## src/rtl/btr_pkg.sv

```systemverilog
// Constants and carrier types for the bus target region window block.
// Assumes a 32-bit AXI4-Lite register bus and one 25 MHz clock.
package btr_pkg;

	// ----------------------------------------------------------------
	// Register map
	// ----------------------------------------------------------------
	localparam logic [31:0] BTR_REGION_OFF = 32'h0000_0000; // Region n at 4*n
	localparam logic [31:0] BTR_STATUS_OFF = 32'h0000_0100;
	localparam logic [31:0] BTR_REGION_RST = 32'h0000_0000;

	// ----------------------------------------------------------------
	// Region window fields
	// ----------------------------------------------------------------
	localparam int BTR_BASE_LSB = 10;
	localparam int BTR_BASE_W = 22;
	localparam int BTR_PRIORITY_LEVEL_BIT = 9;
	localparam int BTR_SIZE_LSB = 3;
	localparam int BTR_SIZE_W = 5;
	localparam int BTR_UNIT_LOG2 = 10; // 1024-byte granule
	localparam int BTR_SPAN_W = 42; // Holds base plus the largest length
	localparam logic [31:0] BTR_IMPL_MASK = 32'hffff_fef8;
	localparam int BTR_STAT_HIT_LSB = 16;

	// ----------------------------------------------------------------
	// Bus answers
	// ----------------------------------------------------------------
	localparam logic [1:0] BTR_RESP_OKAY = 2'h0;
	localparam logic [1:0] BTR_RESP_SLVERR = 2'h2;

	// AXI4-Lite requests toward the slave
	typedef struct packed {
		logic awvalid;
		logic [31:0] awaddr;
		logic wvalid;
		logic [31:0] wdata;
		logic [3:0] wstrb;
		logic bready;
		logic arvalid;
		logic [31:0] araddr;
		logic rready;
	} btr_axi_req_t;

	// AXI4-Lite answers from the slave
	typedef struct packed {
		logic awready;
		logic wready;
		logic bvalid;
		logic [1:0] bresp;
		logic arready;
		logic rvalid;
		logic [31:0] rdata;
		logic [1:0] rresp;
	} btr_axi_rsp_t;

endpackage : btr_pkg

```

## src/rtl/btr_region_window.sv

```systemverilog
// Region window registers of one bus target, with the address check.
// Assumes an AXI4-Lite master and a checker on the same aclk domain.
//
// Contract
// - Bits 31:10 hold the 22-bit region base address.
// - Bit 9 set means priority level 2, clear means level 1.
// - Size field 7:3 gives length 2^(size-1) times 1024 bytes.
// - Size zero marks the region absent; no checks apply then.
// - Bit 8 and bits 2:0 and other unused bits read zero.
// - Chosen bits of some regions are read-only preset values.
//
// Decided for this implementation: the register addresses and the AXI4-Lite register port.
module btr_region_window #(
	parameter int NREG = 8,
	parameter logic [NREG-1:0][31:0] RO_MASK = '0,
	parameter logic [NREG-1:0][31:0] PRESET = '0
) (
	// Clock and reset
	input wire logic aclk,
	input wire logic aresetn,
	// Register bus
	input wire btr_pkg::btr_axi_req_t axi_req,
	output btr_pkg::btr_axi_rsp_t axi_rsp,
	// Access check from the initiator side
	input wire logic chk_valid,
	input wire logic [31:0] chk_addr,
	output logic [NREG-1:0] chk_hit,
	output logic chk_any,
	output logic chk_prio
);
	import btr_pkg::*;

	localparam int IW = (NREG > 1) ? $clog2(NREG) : 1;

	typedef struct packed {
		logic [NREG-1:0][31:0] regs;
		logic aw_have;
		logic [31:0] aw_addr;
		logic w_have;
		logic [31:0] w_data;
		logic [3:0] w_strb;
		logic awready;
		logic wready;
		logic bvalid;
		logic [1:0] bresp;
		logic arready;
		logic rvalid;
		logic [31:0] rdata;
		logic [1:0] rresp;
		logic [NREG-1:0] hit;
		logic any;
		logic prio;
	} btr_state_t;

	btr_state_t q;
	btr_state_t d;
	btr_state_t rst_s;
	logic [NREG-1:0] present_w;
	logic [NREG-1:0] prio_w;
	logic [NREG-1:0] hit_w;
	logic [NREG-1:0] ro_ok_w;
	logic [NREG-1:0][BTR_SPAN_W-1:0] base_w;
	logic [NREG-1:0][BTR_SPAN_W-1:0] end_w;
	logic [31:0] status_w;
	logic wr_commit;
	logic wr_reg;
	logic [IW-1:0] wr_idx;
	logic [31:0] wr_new;
	logic rd_region;

	// ----------------------------------------------------------------
	// Per-region decode
	// ----------------------------------------------------------------
	for (genvar i = 0; i < NREG; i++) begin : g_region
		logic [BTR_SIZE_W-1:0] size;
		logic [BTR_SPAN_W-1:0] len;
		logic [BTR_SPAN_W-1:0] addr_x;
		assign size = q.regs[i][BTR_SIZE_LSB +: BTR_SIZE_W];
		assign present_w[i] = (size != '0);
		assign prio_w[i] = q.regs[i][BTR_PRIORITY_LEVEL_BIT];
		assign base_w[i] = {10'h000, q.regs[i][BTR_BASE_LSB +: BTR_BASE_W], 10'h000};
		// length decode; the shift only runs for a present region
		assign len = present_w[i] ?
			(BTR_SPAN_W'(1) << (BTR_SPAN_W'(size) - BTR_SPAN_W'(1) + BTR_SPAN_W'(BTR_UNIT_LOG2)))
			: '0;
		assign end_w[i] = base_w[i] + len;
		assign addr_x = {10'h000, chk_addr};
		assign hit_w[i] = present_w[i] && (addr_x >= base_w[i]) && (addr_x < end_w[i]);
		assign ro_ok_w[i] = ((q.regs[i] ^ PRESET[i]) & RO_MASK[i] & BTR_IMPL_MASK) == '0;
		// Reset image keeps preset bits in place
		assign rst_s.regs[i] = BTR_REGION_RST | (PRESET[i] & RO_MASK[i] & BTR_IMPL_MASK);
	end

	// Status shows which regions are present and the check result of the previous cycle, zero if no check then
	assign status_w = {16'(q.hit), 16'(present_w)};

	// Reset image of the control fields; the bus is ready at once
	assign rst_s.aw_have = 1'b0;
	assign rst_s.aw_addr = '0;
	assign rst_s.w_have = 1'b0;
	assign rst_s.w_data = '0;
	assign rst_s.w_strb = '0;
	assign rst_s.awready = 1'b1;
	assign rst_s.wready = 1'b1;
	assign rst_s.bvalid = 1'b0;
	assign rst_s.bresp = BTR_RESP_OKAY;
	assign rst_s.arready = 1'b1;
	assign rst_s.rvalid = 1'b0;
	assign rst_s.rdata = '0;
	assign rst_s.rresp = BTR_RESP_OKAY;
	assign rst_s.hit = '0;
	assign rst_s.any = 1'b0;
	assign rst_s.prio = 1'b0;

	// ----------------------------------------------------------------
	// Next state
	// ----------------------------------------------------------------
	always_comb begin
		d = q;
		wr_commit = 1'b0;
		wr_reg = 1'b0;
		wr_idx = '0;
		wr_new = '0;
		rd_region = 1'b0;
		// Address and data are caught separately, in either order
		if (q.awready && axi_req.awvalid) begin
			d.aw_have = 1'b1;
			d.aw_addr = axi_req.awaddr;
		end
		if (q.wready && axi_req.wvalid) begin
			d.w_have = 1'b1;
			d.w_data = axi_req.wdata;
			d.w_strb = axi_req.wstrb;
		end
		if (q.bvalid && axi_req.bready) begin
			d.bvalid = 1'b0;
		end
		// Commit waits for a free response slot so no answer is lost
		if (d.aw_have && d.w_have && !q.bvalid) begin
			d.aw_have = 1'b0;
			d.w_have = 1'b0;
			d.bvalid = 1'b1;
			d.bresp = BTR_RESP_SLVERR;
			wr_commit = 1'b1;
			if (d.aw_addr[31:2] < 30'(NREG)) begin
				wr_reg = 1'b1;
				wr_idx = IW'(d.aw_addr[31:2]);
				wr_new = q.regs[wr_idx];
				for (int b = 0; b < 4; b++) begin
					if (d.w_strb[b]) begin
						wr_new[b*8 +: 8] = d.w_data[b*8 +: 8];
					end
				end
				wr_new = (q.regs[wr_idx] & ~(BTR_IMPL_MASK & ~RO_MASK[wr_idx]))
					| (wr_new & BTR_IMPL_MASK & ~RO_MASK[wr_idx]);
				d.regs[wr_idx] = wr_new;
				d.bresp = BTR_RESP_OKAY;
			end else if (d.aw_addr == BTR_STATUS_OFF) begin
				d.bresp = BTR_RESP_OKAY; // Status is read-only; write dropped
			end
		end
		d.awready = !d.aw_have && !d.bvalid;
		d.wready = !d.w_have && !d.bvalid;
		// Read channel: one read in flight
		if (q.rvalid && axi_req.rready) begin
			d.rvalid = 1'b0;
		end
		if (q.arready && axi_req.arvalid) begin
			d.rvalid = 1'b1;
			d.rresp = BTR_RESP_OKAY;
			if (axi_req.araddr[31:2] < 30'(NREG)) begin
				rd_region = 1'b1;
				d.rdata = q.regs[IW'(axi_req.araddr[31:2])] & BTR_IMPL_MASK;
			end else if (axi_req.araddr == BTR_STATUS_OFF) begin
				d.rdata = status_w;
			end else begin
				d.rdata = '0;
				d.rresp = BTR_RESP_SLVERR;
			end
		end
		d.arready = !d.rvalid;
		d.hit = chk_valid ? hit_w : '0;
		d.any = chk_valid && (|hit_w);
		d.prio = chk_valid && (|(hit_w & prio_w));
	end

	// State register
	always_ff @(posedge aclk) begin
		if (!aresetn) begin
			q <= rst_s;
		end else begin
			q <= d;
		end
	end

	// Outputs straight from the state register
	assign axi_rsp = '{awready: q.awready, wready: q.wready, bvalid: q.bvalid,
		bresp: q.bresp, arready: q.arready, rvalid: q.rvalid, rdata: q.rdata,
		rresp: q.rresp};
	assign chk_hit = q.hit;
	assign chk_any = q.any;
	assign chk_prio = q.prio;
endmodule : btr_region_window

```

## config.mk

```make
export PLATFORM = sky130hd
export DESIGN_NAME = btr_region_window
export DESIGN_NICKNAME = d
export VERILOG_FILES = /design/src/rtl/btr_pkg.sv /design/src/rtl/btr_region_window.sv
export SDC_FILE = /design/constraint.sdc
export NUM_CORES = 2
export LEC_CHECK = 0
export ABC_CLOCK_PERIOD_IN_PS = 11200
export CORE_MARGIN = 3
export CORE_UTILIZATION = 29
export DETAILED_ROUTE_END_ITERATION = 8
export DONT_BUFFER_PORTS = 1
export GPL_TIMING_DRIVEN = 0
export PLACE_DENSITY = 0.43
export SETUP_SLACK_MARGIN = 0.3
export SYNTH_ARGS = -nofsm -noshare
export SYNTH_HDL_FRONTEND = slang
export SYNTH_SLANG_ARGS = --single-unit
export TNS_END_PERCENT = 50
```

## constraint.sdc

```tcl
create_clock -name aclk -period 11.2 [get_ports aclk]
set_input_delay 0.56 -clock aclk [delete_from_list [all_inputs] [get_ports aclk]]
set_output_delay 0.56 -clock aclk [all_outputs]
set_load 0.01 [all_outputs]
```

==> key figures <==
Timing
  – Final hold violation count: 0
  – Period utilisation layout: 91.5%
  – Slew @ Worst Pin: 1.34 ns
  – Clk_skew: 0.0472 ns
  – Max Slew Vio Count: 0
  – Final setup violation count: 0
  – Max-slew headroom: 10.5%
  – Peak Freq: 0.0976 GHz
  – Fin crit period: 10.25 ns
  – Setup TNS Final: 0 ns
  – Unrepaired setup endpoints after global routing: no

Final layout
  – Final net count: 5923
  – Fillers: 14500
  – Share of the core filled with cells: 32.6%
  – Layout area overhead: 11.3%
  – Design area: 43600 um2
  – Fraction of layout cells with a size suffix above 1: 6.11%

Route
  – Drc violations: 0
  – Vias/cell: 5.81
  – Starting DRT DRC Count: 4648
  – TritonRoute pass-1 iters: 6
  – Antenna Nets Post-Route: 0
  – WL final: 215 mm
  – Vias: 40600
  – Wire per inst: 30.9 um

Yosys
  – Leading area contributor after synthesis: ha_1
  – Commonest cells post-synth: ha_1, nand2_1, nor2_1
  – FFs w/ async S/R, synth: 0%
  – Yosys Warn Count: 0
  – Synth Register Bits: 338
  – Main synth FF type: dfxtp_1
  – Syn Area/Cell: 7.70 um2
  – Yosys top cell area share: 19.7%
  – Most frequent cell after synthesis: ha_1
  – Mapped Cells: 5082
  – Area contributors post-synth: ha_1, dfxtp_1, nand2_1
  – EDFF count, synth: 0
  – Mapped Area: 39100 um2
  – Synth cell types: 81
  – Register area share after synthesis: 17.3%

Clock tree
  – Sink Count: 338
  – CTS tree: built
  – Number of buffers created by CTS: 46
  – Postcts setup bufs: 0
  – Htree depth: 2
  – Clock Tree Buf Depth: 3
  – Worst-path clk slew: 0.06 ns
  – Root Driver: clkbuf_16
  – Worst skew pair latency: 0.65 ns

Global routing
  – Total GRT Usage: 29.6%
  – Vias in the first global route: 37500
  – Initial antenna violation count: 31
  – Pin count of the biggest net entering global routing: 17
  – First-pass GRT wire length: 295 mm
  – Overflow after GRT: 0

Die
  – Die W: 373 um
  – Ports: 191
  – Die Ht: 373 um
  – Initial Utilization: 29.3%
  – DIE AREA: 139000 um2
  – Core Area: 134000 um2
  – Rows: 134

Place
  – Placed inst area: 41900 um2
  – Final weighted congestion in routability-driven placement: 1.07
  – Dpl hpwl: 165 mm
  – # port buffers: 0

Outcome
  – Status: completed

Critical path
  – Slowest CP cell: a2111oi_1
  – Critical path type: reg2reg
  – CP top delay family: compound AO/OA/AOI/OAI gates
  – Buf/Inv on CP: 7
  – CP Launch Type: flop
  – CP Capture Type: flop
  – Worst path required time: 11.75 ns
  – Worst Path Arrival: 10.80 ns
  – Most frequent CP cell: ha_1
  – Crit path max fanout: 10
  – Crit path largest cell delay: 0.65 ns

Power and ir drop
  – Pwr dens: 89.1 nW/um2
  – Leak Pwr: 0.0163 uW
  – Worst vdd ir: 0.0991 mV

Worst hold path
  – HP Class: in2reg

Flow run
  – Max-capacitance violation count: 0
where the power goes:
| group | internal (uW) | leakage (uW) | switching (uW) | total (uW) |
|---|---|---|---|---|
| Clock | 929 | 0.000759 | 652 | 1580 |
| Sequential | 1240 | 0.00273 | 20.2 | 1260 |
| Combinational | 297 | 0.0128 | 745 | 1040 |
registers in the layout (all words and copies together), names as in the netlist:
signal and count:
g_region.size 40, axi_rsp 38, prio_w 8, q 66, chk_prio 1, chk_any 1, chk_hit 8, base_w 176
logic make-up (layout without fill, tap and decap cells):
family | after synthesis | count (layout) | share of synthesized area [%]
simple gates | 1801 | 1801 | 22.0
compound gates | 1350 | 1350 | 22.6
fa+ha+maj | 624 | 624 | 20.1
buf+inv | 540 | 648 | 5.73
flops | 338 | 338 | 17.3
mux | 258 | 258 | 8.47
xor+xnor | 170 | 170 | 3.86
other cells | 1 | 20 | 0.00958
cell type report:
class	count	area, um2	share of cell area [%]
Timing Repair Buffer	27	372	0.853
Inverter	284	1070	2.45
Buffer	256	1180	2.71
Antenna cell	17	42.5	0.0977
Multi-Input combinational cell	4206	30300	69.7
Clock buffer	60	1280	2.95
Clock inverter	21	285	0.655
Tap cell	1768	2210	5.08
Sequential cell	338	6770	15.5
per-stage QoR:
stage          cells  power, uW  hold WS (ns)  setup WS [ns]
2_1_floorplan   5084       1740         0.441           3.97
3_5_place_dp    6878       2280         0.461          0.746
6_report        6977       3880        0.0909          0.949
5_1_grt         6963       3960         0.101          0.354
3_3_place_gp    6852       2190         0.455          0.112
4_1_cts         6959       3840        0.0646          0.684
placed cells by master, fill, tap and decap left out, drive strengths merged, types with 13 or more instances in the layout:
cell,instances
ha,616
nand2,605
nor2,409
a21oi,371
dfxtp,338
inv,290
clkbuf,229
o21ai,228
nor2b,221
mux2i,193
a21o,168
a21boi,150
buf,114
nor3,110
nand4,105
xor2,90
nand3,88
xnor2,79
a211oi,75
nand2b,61
mux4,58
o21a,46
nor4,44
a31oi,32
o211ai,32
o21bai,31
a221oi,30
or3,27
and3,27
and2,26
or2,26
a311oi,20
o22ai,19
o31ai,18
diode,17
a2111oi,15
a22oi,13
layer usage:
metal / vias up / track usage [%] / part of all wire [%]
met1: 19700 / 41.2 / 45
li1: 18600 / - / -
met3: 390 / 6.04 / 9.1
met4: 10 / 12.8 / 5.0
met5: - / 0 / 0.036
met2: 1895 / 44.0 / 41
path summary, 6_finish.rpt:
path | from | end | slack, ns | cells after the start
worst min-delay path | axi_req[96] | q[112]$_SDFF_PN0_ | 0.09 | 2
worst max-delay path | g_region[5].size[0]$_SDFFE_PN0P_ | chk_prio$_SDFF_PN0_ | 0.95 | 38
worst max register to register | g_region[5].size[0]$_SDFFE_PN0P_ | chk_prio$_SDFF_PN0_ | 0.95 | 38
worst min register to register | q[116]$_SDFF_PN0_ | q[116]$_SDFF_PN0_ | 0.47 | 2
repair_timing:
action	4_1_cts	5_1_grt
setup endpoints to repair	0	2
hold buffers	0	0
gates resized for setup	0	4
Power figures use the tool's default switching activity.
